<file path="config.mk">
export PLATFORM = sky130hd
export DESIGN_NAME = ppifms_top
export DESIGN_NICKNAME = d
export VERILOG_FILES = /design/src/logic/ppifms_pkg.sv /design/src/logic/ppifms_irq_if.sv /design/src/logic/ppifms_irq_core.sv /design/src/logic/ppifms_top.sv
export SDC_FILE = /design/constraint.sdc
export NUM_CORES = 1
export LEC_CHECK = 0
export ABC_AREA = 1
export BUFFER_PORTS_ARGS = -buffer_cell sky130_fd_sc_hd__buf_2
export CORE_MARGIN = 10
export CORE_UTILIZATION = 55
export CTS_CLUSTER_DIAMETER = 150
export DETAILED_ROUTE_END_ITERATION = 10
export PLACE_DENSITY = 0.87
export REMOVE_ABC_BUFFERS = 1
export SLEW_MARGIN = 5
export SYNTH_ARGS = -nofsm -noshare
export SYNTH_HDL_FRONTEND = slang
export SYNTH_HIERARCHICAL = 1
export SYNTH_SLANG_ARGS = --single-unit
</file>
<file path="constraint.sdc">
create_clock -name mclk -period 2.9 [get_ports mclk]
set_input_delay 0.435 -clock mclk [delete_from_list [all_inputs] [get_ports mclk]]
set_output_delay 0.435 -clock mclk [all_outputs]
set_load 0.03 [all_outputs]
</file>
<file path="src/logic/ppifms_pkg.sv">
package ppifms_pkg;

    // ------------------------------------------------------------
    // Register indices on the management port
    // ------------------------------------------------------------
    localparam logic [4:0] IDX_BASIC_CONTROL = 5'h00;
    localparam logic [4:0] IDX_SPECIAL_IND = 5'h1B;
    localparam logic [4:0] IDX_IRQ_FLAGS = 5'h1D;
    localparam logic [4:0] IDX_IRQ_MASK = 5'h1E;

    // ------------------------------------------------------------
    // Field positions
    // ------------------------------------------------------------
    localparam int SOFT_RESET_BIT = 15;
    localparam int XOVR_OVERRIDE_BIT = 15;
    localparam int XOVR_ENABLE_BIT = 14;
    localparam int XOVR_STATE_BIT = 13;
    localparam int SQE_OFF_BIT = 11;
    localparam int PLL_LOCK_BIT = 10;
    localparam int POLARITY_BIT = 4;
    localparam int FLAG_LO = 1;
    localparam int FLAG_HI = 7;
    localparam int FLAG_ENERGY = 7;
    localparam int FLAG_ANEG_DONE = 6;
    localparam int FLAG_REMOTE_FAULT = 5;
    localparam int FLAG_LINK_DOWN = 4;
    localparam int FLAG_PARTNER_ACK = 3;
    localparam int FLAG_PDET_FAULT = 2;
    localparam int FLAG_PAGE_RX = 1;

    // ------------------------------------------------------------
    // Masks and values after reset
    // ------------------------------------------------------------
    localparam logic [15:0] SPECIAL_WR_MASK = 16'hEC00;
    localparam logic [15:0] SPECIAL_RESET = 16'h0000;
    localparam logic [7:1] FLAGS_RESET = 7'h00;
    localparam logic [7:1] MASK_RESET = 7'h00;
    localparam logic [15:0] READ_ZERO = 16'h0000;

    // ------------------------------------------------------------
    // Crossover mode
    // ------------------------------------------------------------
    typedef enum logic [2:0] {
        XOVR_STRAIGHT = 3'h1,
        XOVR_CROSS = 3'h2,
        XOVR_AUTO = 3'h4
    } ppifms_xover_type;

endpackage

</file>
<file path="src/logic/ppifms_irq_if.sv">
`timescale 1ns/1ps
interface ppifms_irq_if;
    logic [7:1] cond;
    logic [7:1] mask;
    logic [7:1] w1c;
    logic read_clear;
    logic hard_clear;
    logic [7:1] flags;

    modport core (
        input cond,
        input mask,
        input w1c,
        input read_clear,
        input hard_clear,
        output flags
    );

    modport ctrl (
        output cond,
        output mask,
        output w1c,
        output read_clear,
        output hard_clear,
        input flags
    );
endinterface

</file>
<file path="src/logic/ppifms_irq_core.sv">
`timescale 1ns/1ps
module ppifms_irq_core (
    input wire logic mclk,
    input wire logic reset_n,
    ppifms_irq_if.core irq
);

    // ------------------------------------------------------------
    // Event edge detection and sticky flags
    // ------------------------------------------------------------
    logic [7:1] cond_prev_q;
    logic [7:1] flags_q;
    logic [7:1] rise;

    always_ff @(posedge mclk) begin
        if (!reset_n) begin
            cond_prev_q <= ppifms_pkg::FLAGS_RESET;
        end else begin
            cond_prev_q <= irq.cond;
        end
    end

    assign rise = irq.cond & ~cond_prev_q;

    genvar i;
    generate
        for (i = ppifms_pkg::FLAG_LO; i <= ppifms_pkg::FLAG_HI; i++) begin : g_flag
            // A new event survives a read or write-one clear in the same cycle, but not a hard clear
            always_ff @(posedge mclk) begin
                if (!reset_n || irq.hard_clear) begin
                    flags_q[i] <= 1'b0;
                end else if (rise[i] && irq.mask[i]) begin
                    flags_q[i] <= 1'b1;
                end else if (irq.read_clear || irq.w1c[i]) begin
                    flags_q[i] <= 1'b0;
                end
            end
        end
    endgenerate

    assign irq.flags = flags_q;
endmodule

</file>
<file path="src/logic/ppifms_top.sv">
// The plain strobed port is this design's own decision.
`timescale 1ns/1ps
module ppifms_top (
    input wire logic mclk,
    input wire logic reset_n,
    input wire logic [4:0] reg_addr,
    input wire logic [15:0] reg_wr_data,
    input wire logic reg_wr_en,
    input wire logic reg_rd_en,
    output logic [15:0] reg_rd_data,
    input wire logic port_phy_reset,
    input wire logic energy_detected,
    input wire logic autoneg_complete,
    input wire logic remote_fault,
    input wire logic link_up,
    input wire logic partner_ack,
    input wire logic parallel_detect_fault,
    input wire logic page_received,
    input wire logic polarity_reversed_in,
    input wire logic manual_mdix_strap,
    input wire logic auto_mdix_strap,
    output logic rx_pll_ref_lock,
    output logic sqe_test_disable,
    output logic mdix_auto,
    output logic mdix_cross,
    output logic soft_reset_pulse,
    output logic phy_irq
);

    // ------------------------------------------------------------
    // Access decode
    // ------------------------------------------------------------
    logic wr_basic;
    logic wr_special;
    logic wr_flags;
    logic wr_mask;
    logic rd_flags;

    assign wr_basic = reg_wr_en && (reg_addr == ppifms_pkg::IDX_BASIC_CONTROL);
    assign wr_special = reg_wr_en && (reg_addr == ppifms_pkg::IDX_SPECIAL_IND);
    assign wr_flags = reg_wr_en && (reg_addr == ppifms_pkg::IDX_IRQ_FLAGS);
    assign wr_mask = reg_wr_en && (reg_addr == ppifms_pkg::IDX_IRQ_MASK);
    assign rd_flags = reg_rd_en && (reg_addr == ppifms_pkg::IDX_IRQ_FLAGS);

    // ------------------------------------------------------------
    // Reset scopes
    // ------------------------------------------------------------
    logic hard_rst;
    logic soft_rst_q;

    // Port PHY reset reaches every bit, soft reset only the ordinary ones
    assign hard_rst = !reset_n || port_phy_reset;

    always_ff @(posedge mclk) begin
        if (hard_rst) begin
            soft_rst_q <= 1'b0;
        end else begin
            soft_rst_q <= wr_basic && reg_wr_data[ppifms_pkg::SOFT_RESET_BIT];
        end
    end

    always_ff @(posedge mclk) begin
        if (!reset_n) begin
            soft_reset_pulse <= 1'b0;
        end else begin
            soft_reset_pulse <= soft_rst_q;
        end
    end

    // ------------------------------------------------------------
    // Special control / indication register
    // ------------------------------------------------------------
    logic [15:0] special_q;
    logic pol_q;

    always_ff @(posedge mclk) begin
        if (hard_rst) begin
            special_q <= ppifms_pkg::SPECIAL_RESET;
        end else if (wr_special) begin
            special_q <= reg_wr_data & ppifms_pkg::SPECIAL_WR_MASK;
        end
    end

    always_ff @(posedge mclk) begin
        if (hard_rst) begin
            pol_q <= 1'b0;
        end else begin
            pol_q <= polarity_reversed_in;
        end
    end

    always_ff @(posedge mclk) begin
        if (hard_rst) begin
            rx_pll_ref_lock <= 1'b0;
            sqe_test_disable <= 1'b0;
        end else begin
            rx_pll_ref_lock <= special_q[ppifms_pkg::PLL_LOCK_BIT];
            sqe_test_disable <= special_q[ppifms_pkg::SQE_OFF_BIT];
        end
    end

    // ------------------------------------------------------------
    // Strap synchronisers
    // ------------------------------------------------------------
    logic [1:0] strap_s1_q;
    logic [1:0] strap_s2_q;

    always_ff @(posedge mclk) begin
        if (!reset_n) begin
            strap_s1_q <= 2'h0;
            strap_s2_q <= 2'h0;
        end else begin
            strap_s1_q <= {auto_mdix_strap, manual_mdix_strap};
            strap_s2_q <= strap_s1_q;
        end
    end

    // ------------------------------------------------------------
    // Crossover mode
    // ------------------------------------------------------------
    ppifms_pkg::ppifms_xover_type xover_q;
    ppifms_pkg::ppifms_xover_type xover_d;

    always_comb begin
        xover_d = xover_q;
        if (special_q[ppifms_pkg::XOVR_OVERRIDE_BIT]) begin
            case ({special_q[ppifms_pkg::XOVR_ENABLE_BIT], special_q[ppifms_pkg::XOVR_STATE_BIT]})
                2'h0: xover_d = ppifms_pkg::XOVR_STRAIGHT;
                2'h1: xover_d = ppifms_pkg::XOVR_CROSS;
                2'h2: xover_d = ppifms_pkg::XOVR_AUTO;
                default: xover_d = xover_q;
            endcase
        end else if (strap_s2_q[1]) begin
            xover_d = ppifms_pkg::XOVR_AUTO;
        end else if (strap_s2_q[0]) begin
            xover_d = ppifms_pkg::XOVR_CROSS;
        end else begin
            xover_d = ppifms_pkg::XOVR_STRAIGHT;
        end
    end

    always_ff @(posedge mclk) begin
        if (hard_rst) begin
            xover_q <= ppifms_pkg::XOVR_STRAIGHT;
        end else begin
            xover_q <= xover_d;
        end
    end

    always_ff @(posedge mclk) begin
        if (hard_rst) begin
            mdix_auto <= 1'b0;
            mdix_cross <= 1'b0;
        end else begin
            mdix_auto <= (xover_d == ppifms_pkg::XOVR_AUTO);
            mdix_cross <= (xover_d == ppifms_pkg::XOVR_CROSS);
        end
    end

    // ------------------------------------------------------------
    // Interrupt mask and flags
    // ------------------------------------------------------------
    logic [7:1] mask_q;
    ppifms_irq_if irq_bus ();

    always_ff @(posedge mclk) begin
        if (hard_rst || soft_rst_q) begin
            mask_q <= ppifms_pkg::MASK_RESET;
        end else if (wr_mask) begin
            mask_q <= reg_wr_data[7:1];
        end
    end

    assign irq_bus.cond[ppifms_pkg::FLAG_ENERGY] = energy_detected;
    assign irq_bus.cond[ppifms_pkg::FLAG_ANEG_DONE] = autoneg_complete;
    assign irq_bus.cond[ppifms_pkg::FLAG_REMOTE_FAULT] = remote_fault;
    assign irq_bus.cond[ppifms_pkg::FLAG_LINK_DOWN] = !link_up;
    assign irq_bus.cond[ppifms_pkg::FLAG_PARTNER_ACK] = partner_ack;
    assign irq_bus.cond[ppifms_pkg::FLAG_PDET_FAULT] = parallel_detect_fault;
    assign irq_bus.cond[ppifms_pkg::FLAG_PAGE_RX] = page_received;
    assign irq_bus.mask = mask_q;
    assign irq_bus.w1c = wr_flags ? reg_wr_data[7:1] : 7'h00;
    assign irq_bus.read_clear = rd_flags;
    assign irq_bus.hard_clear = port_phy_reset || soft_rst_q;

    ppifms_irq_core u_irq_core (
        .mclk(mclk),
        .reset_n(reset_n),
        .irq(irq_bus)
    );

    always_ff @(posedge mclk) begin
        if (!reset_n) begin
            phy_irq <= 1'b0;
        end else begin
            phy_irq <= |(irq_bus.flags & mask_q);
        end
    end

    // ------------------------------------------------------------
    // Read data
    // ------------------------------------------------------------
    logic [15:0] rd_d;

    always_comb begin
        rd_d = ppifms_pkg::READ_ZERO;
        if (reg_rd_en) begin
            case (reg_addr)
                ppifms_pkg::IDX_BASIC_CONTROL: begin
                    rd_d[ppifms_pkg::SOFT_RESET_BIT] = soft_rst_q;
                end
                ppifms_pkg::IDX_SPECIAL_IND: begin
                    rd_d = special_q;
                    rd_d[ppifms_pkg::POLARITY_BIT] = pol_q;
                end
                ppifms_pkg::IDX_IRQ_FLAGS: begin
                    rd_d[7:1] = irq_bus.flags;
                end
                ppifms_pkg::IDX_IRQ_MASK: begin
                    rd_d[7:1] = mask_q;
                end
                default: begin
                    rd_d = ppifms_pkg::READ_ZERO;
                end
            endcase
        end
    end

    always_ff @(posedge mclk) begin
        if (!reset_n) begin
            reg_rd_data <= ppifms_pkg::READ_ZERO;
        end else begin
            reg_rd_data <= rd_d;
        end
    end
endmodule

</file>
; ---- Yosys cells after proc, flatten, opt, wreduce, memory -nomap -nowiden
; Cells that the tools add are included.
[word_totals]
output_inout_bits = 22
inputBits = 36
reg_bits = 53
[classes]
reduce_logical = 38
muxes = 21
n_bitwise = 3
eq_ne = 7
[ops]
columns = cell, n
row1 = $pmux 7 s3, 1
row2 = $eq 5x5->1 const B, 3
row3 = $and 7x7->7, 2
row4 = $mux 1, 14
row5 = $reduce_bool 2->1, 7
row6 = $logic_and 1x1->1, 13
row7 = $logic_or 1x1->1, 11
row8 = $pmux 3 s3, 1
row9 = $mux 7, 1
row10 = $not 7->7, 1
row11 = $reduce_or 7->1, 1
row12 = $mux 3, 2
row13 = $logic_not 5->1, 1
row14 = $eq 3x2->1 const B, 1
row15 = $eq 3x3->1 const B, 1
row16 = $reduce_and 3->1, 1
row17 = $eq 2x1->1 const B, 1
row18 = $eq 2x2->1 const B, 1
row19 = $logic_not 1->1, 2
row20 = $logic_not 2->1, 1
row21 = $mux 2, 1
row22 = $pmux 1 s2, 1
row23 = $reduce_and 2->1, 1

; ---- Longest topological paths before layout
[logic_depth]
ltp_word = 6
depth_mapped = 7
ltp_nobuf = 7

; ---- Modules after synthesis
; Netlist, hierarchy kept.
[by_module_without_submodules]
columns = module, area_each_um2, instances, cells_per_inst, seq_area_each_um2
row1 = ppifms_top, 1606.5, 1, 228, 780.7
row2 = ppifms_irq_core, 558.0, 1, 67, 280.3

; ---- Worst setup path before layout
; No wires, ideal clock.
[synth_path]
path_type = input -> register
from = input reg_addr[3]
to = register u_irq_core.flags_q (netlist bit u_irq_core/irq.flags[1])
arrival_time_ps = 1147
setup_time_ps = 115
n_path_buf = 0
path_stages = 6
t_required_ps = 2785
setup_slack_ps = 1639
cell_sequence = nand2_2 > nor2_1 > and3_1 > inv_2 > nand3_1 > a21oi_2
[synth_rtl]
columns = element, line
row1 = "start, declared", ppifms_top.sv:6  ; input wire logic [4:0] reg_addr,
row2 = $eq 5x5->1, ppifms_top.sv:43  ; assign rd_flags = reg_rd_en && (reg_addr == ppifms_pkg::IDX_IRQ_FLAGS);
row3 = $logic_and 1x1->1, ppifms_top.sv:43
row4 = named net irq_bus.read_clear, ppifms_irq_if.sv:6  ; logic read_clear;
row5 = $logic_or 1x1->1, ppifms_irq_core.sv:34  ; end else if (irq.read_clear || irq.w1c[i]) begin
row6 = $reduce_bool 2->1 (no line), n/a
row7 = "end signal, assigned by index", ppifms_irq_core.sv:31  ; flags_q[i] <= 1'b0;
row8 = "end signal, assigned by index", ppifms_irq_core.sv:33  ; flags_q[i] <= 1'b1;
row9 = "end signal, assigned by index", ppifms_irq_core.sv:35  ; flags_q[i] <= 1'b0;
row10 = "end, declared", ppifms_irq_core.sv:12  ; logic [7:1] flags_q;
; The timed path passes the listed nets, and every way through them passes these cells.
; A chain may end at the register's enable or synchronous reset.

; ---- Worst setup path after layout
[layout_path]
from = input reg_addr[2]
to = register u_irq_core.flags_q (netlist bit u_irq_core/irq.flags[4])
[layout_via]
elab_chain_len = 5
[layout_lines]
columns = element, line
row1 = $eq 5x5->1, ppifms_top.sv:41  ; assign wr_flags = reg_wr_en && (reg_addr == ppifms_pkg::IDX_IRQ_FLAGS);
row2 = $logic_and 1x1->1, ppifms_top.sv:41
row3 = $mux 7, ppifms_top.sv:182  ; assign irq_bus.w1c = wr_flags ? reg_wr_data[7:1] : 7'h00;
row4 = "named net irq_bus.w1c, one bit", ppifms_irq_if.sv:5  ; logic [7:1] w1c;
row5 = $logic_or 1x1->1, ppifms_irq_core.sv:34
row6 = $reduce_bool 2->1 (no line), n/a
; The timed path passes the listed nets, and every way through them passes these cells.

==> out/qor_table.md <==
| Metric | Reported | Unit |
|---|---|---|
| Outcome | complete, no violations | - |
| List of cells traversed by the critical path | buf_2 -> nand2_2 -> nor3_1 -> nand2_1 -> nor2_1 -> inv_1 -> nand3_1 -> a21oi_2 | - |
| Overall die height | 82.7 | um |
| Worst Hold Margin | 0.317 | ns |
| Via count of the first global-routing pass | 1739 | - |
| Maximum number of pins on one net before global-route repair | 16 | - |
| Top library cells by usage in the layout, fill and taps aside | nand2_1, inv_1, dfxtp_1 | - |
| Cell Rows | 22 | - |
| Pwr Density | 491 | nW/um2 |
| Total chip power | 1.23 | mW |
| Design Area, Final | 2510 | um2 |
| Die outline area | 6850 | um2 |
| Cell area after placement | 2430 | um2 |
| TritonCTS sink count | 53 | - |
| DRC violations left | 0 | - |
| Combined area of all synthesized cells | 2160 | um2 |
| Placeable core area | 3740 | um2 |
| Share of the core filled with cells in the final layout | 67.2 | % |
| WP data arrival | 1.45 | ns |
| Kind of end point of the critical path | flop | - |
| Total setup violations reported at the end of the flow | 0 | - |
| Antenna violations before repair | 0 | - |
| Fraction of post-synthesis cell area in the top cell type by area | 49.0 | % |
| Final antenna diode count | 0 | - |
| Unrepaired setup endpoints after global routing | no | - |
| Detail Placement HPWL | 3650 | um |
| Post-Place Setup Slack | 1.34 | ns |
| Worst clock skew on the final layout | 0.00445 | ns |
| Setup slack of the most critical reg-to-reg path | 1.68 | ns |
| Synth-to-layout area growth | 16.2 | % |
| Share of layout cells above drive strength 1 | 22.7 | % |
| Number of optimization iterations in the first detailed-route pass | 4 | - |
| Clock latency reported for the late side of the worst-skew pair | 0.30 | ns |
| Number of buffers created by CTS | 5 | - |
| Final Critical Period | 1.26 | ns |
| Worst VDD drop | 0.303 | mV |
| Number of antenna-violating nets in the routed design | 0 | - |
| Sequential cell area fraction in the yosys report | 49.0 | % |
| Cell with the largest stage delay on the worst path | nor3_1 | - |
| Hold-fix buffer count after cts | 0 | - |
| Max-Cap Viols | 0 | - |
| Placed Cells incl. Taps | 389 | - |
| Number of vias in the routed layout | 1852 | - |
| Maximum level of the CTS H-tree | 2 | - |
| CP Max Fanout | 7 | - |
| Overall routing resource usage | 13.6 | % |
| Post-Syn Area per Cell | 7.34 | um2 |
| F_max | 0.797 | GHz |
| Non-filler instance count after layout | 396 | - |
| Number of warnings reported in the yosys synthesis log | 6 | - |
| # Post-CTS Setup Buffers | 0 | - |
| Remaining global-route overflow | 0 | - |
| Max-slew violation count | 0 | - |
| Filler cells | 338 | - |
| Worst path setup slack after routing | 1.64 | ns |
| Gate count after technology mapping | 295 | - |
| I/O pin total | 58 | - |
| Number of DRC markers in iteration 0 | 111 | - |
| Wirelength per Cell | 11.7 | um |
| Path type of the worst min-delay path | in2reg | - |
| Clock transition at the register clock pins on the worst setup and hold paths after CTS | 0.08 | ns |
| Footprint of the multi-input gates | 842 | um2 |
| Critical path required time | 3.09 | ns |
| Buffers from clock root to sink, at most | 2 | - |
| Share of the clock period used by the worst path after layout | 43.3 | % |
| Width of the die | 82.7 | um |
| Number of gates resized after cts | 0 | - |
| Leading post-synthesis cells by cell area | dfxtp_1, nand2_1, inv_1 | - |
| Kind of critical path | in2reg | - |
| Wire length of the first global-routing pass | 7420 | um |
| Longest individual stage delay on the worst path | 0.23 | ns |
| Sequential cell area | 1060 | um2 |
| Most area-hungry cell type in the Yosys netlist | dfxtp_1 | - |
| Vias per std cell | 4.68 | - |
| Number of endpoints with negative hold slack in the final report | 0 | - |
| Clock tree root driver cell | clkbuf_8 | - |
| Number of distinct library cells after synthesis | 23 | - |
| Post-Route WL | 4630 | um |
| Number of nets in the final layout | 384 | - |
| Count of port buffers added during placement | 49 | - |
| Number of flip-flops and latches in the synthesized netlist | 53 | - |
| Initial Util | 57.8 | % |
| TritonCTS clock tree | done | - |
| Setup crit start kind | input pin | - |
| Most frequent standard cell in the layout excluding fill and tap cells | nand2_1 | - |
| Static Leak | 1.28 | nW |
| Final setup TNS | 0 | ns |
| Routability Congestion | 0.838 | - |
[worst paths after layout]
| path | cells past startpoint | to | from |
|---|---|---|---|
| max | 8 | u_irq_core/irq.flags[4]$_SDFFE_PP0P_ | reg_addr[2] |
| min | 3 | strap_s1_q[0]$_SDFF_PN0_ | manual_mdix_strap |
| max reg2reg | 4 | irq_bus.mask[4]$_SDFFE_PP0P_ | soft_rst_q$_SDFF_PP0_ |
| min reg2reg | 2 | strap_s2_q[1]$_SDFF_PN0_ | strap_s1_q[1]$_SDFF_PN0_ |
[Yosys cell counts]
master / n
nor2_2: 4
nand3_2: 4
nand3_1: 27
inv_1: 54
nand4_1: 2
nand2_8: 1
a21oi_1: 6
nand2_2: 1
o21ai_0: 3
buf_4: 4
nand2_1: 63
nor2_4: 1
nor3_2: 1
and3_1: 1
nor3_1: 4
nor2_1: 51
a21oi_2: 7
buf_6: 2
conb_1: 1
or2_2: 1
inv_2: 3
inv_4: 1
dfxtp_1: 53
[routing by layer]
layer | share of wire [%] | global-route usage (%)
met5 | 0 | 0
met4 | 0.93 | 4.52
met3 | 8.4 | 4.21
met2 | 47 | 22.8
met1 | 44 | 16.2
[layout make-up]
cell class                 count  area share [%]
sequential                    53            42.2
clock buffer                   7            3.43
timing repair buffer          49            9.75
multi-input combinational    181            33.5
inverter                      58            8.76
tap                           48            2.39
[worst max-delay path: cells and delay by family]
family | cells | cell delay (ns)
buffers and inverters | 2 | 0.17
AND/OR/NAND/NOR | 5 | 0.78
AO/OA/AOI/OAI | 1 | 0.06
[logic make-up after synthesis]
| kind of cell | Yosys count | synth area share [%] |
|---|---|---|
| AO/OA/AOI/OAI | 16 | 4.91 |
| AND/OR/NAND/NOR | 161 | 33.3 |
| other | 1 | 0.173 |
| buffers and inverters | 64 | 12.6 |
| flip-flops | 53 | 49.0 |
[state kept, by name, indices dropped and copies added (netlist names)]
name	flops
strap_s1_q	2
soft_rst_q	1
u_irq_core/cond_prev_q	7
pol_q	1
phy_irq	1
strap_s2_q	2
xover_q	3
mdix_auto	1
sqe_test_disable	1
irq_bus.mask	7
reg_rd_data	12
special_q	5
u_irq_core/irq.flags	7
soft_reset_pulse	1
rx_pll_ref_lock	1
mdix_cross	1
[report_power, final]
| group | switching [mW] | internal [mW] | total, mW | leakage (nW) |
|---|---|---|---|---|
| clock network | 0.216 | 0.190 | 0.406 | 0.0443 |
| registers | 0.00345 | 0.737 | 0.741 | 0.430 |
| logic | 0.0583 | 0.0291 | 0.0874 | 0.808 |
| total | 0.278 | 0.956 | 1.23 | 1.28 |
Note: power is estimated with default switching activity, not from simulation.
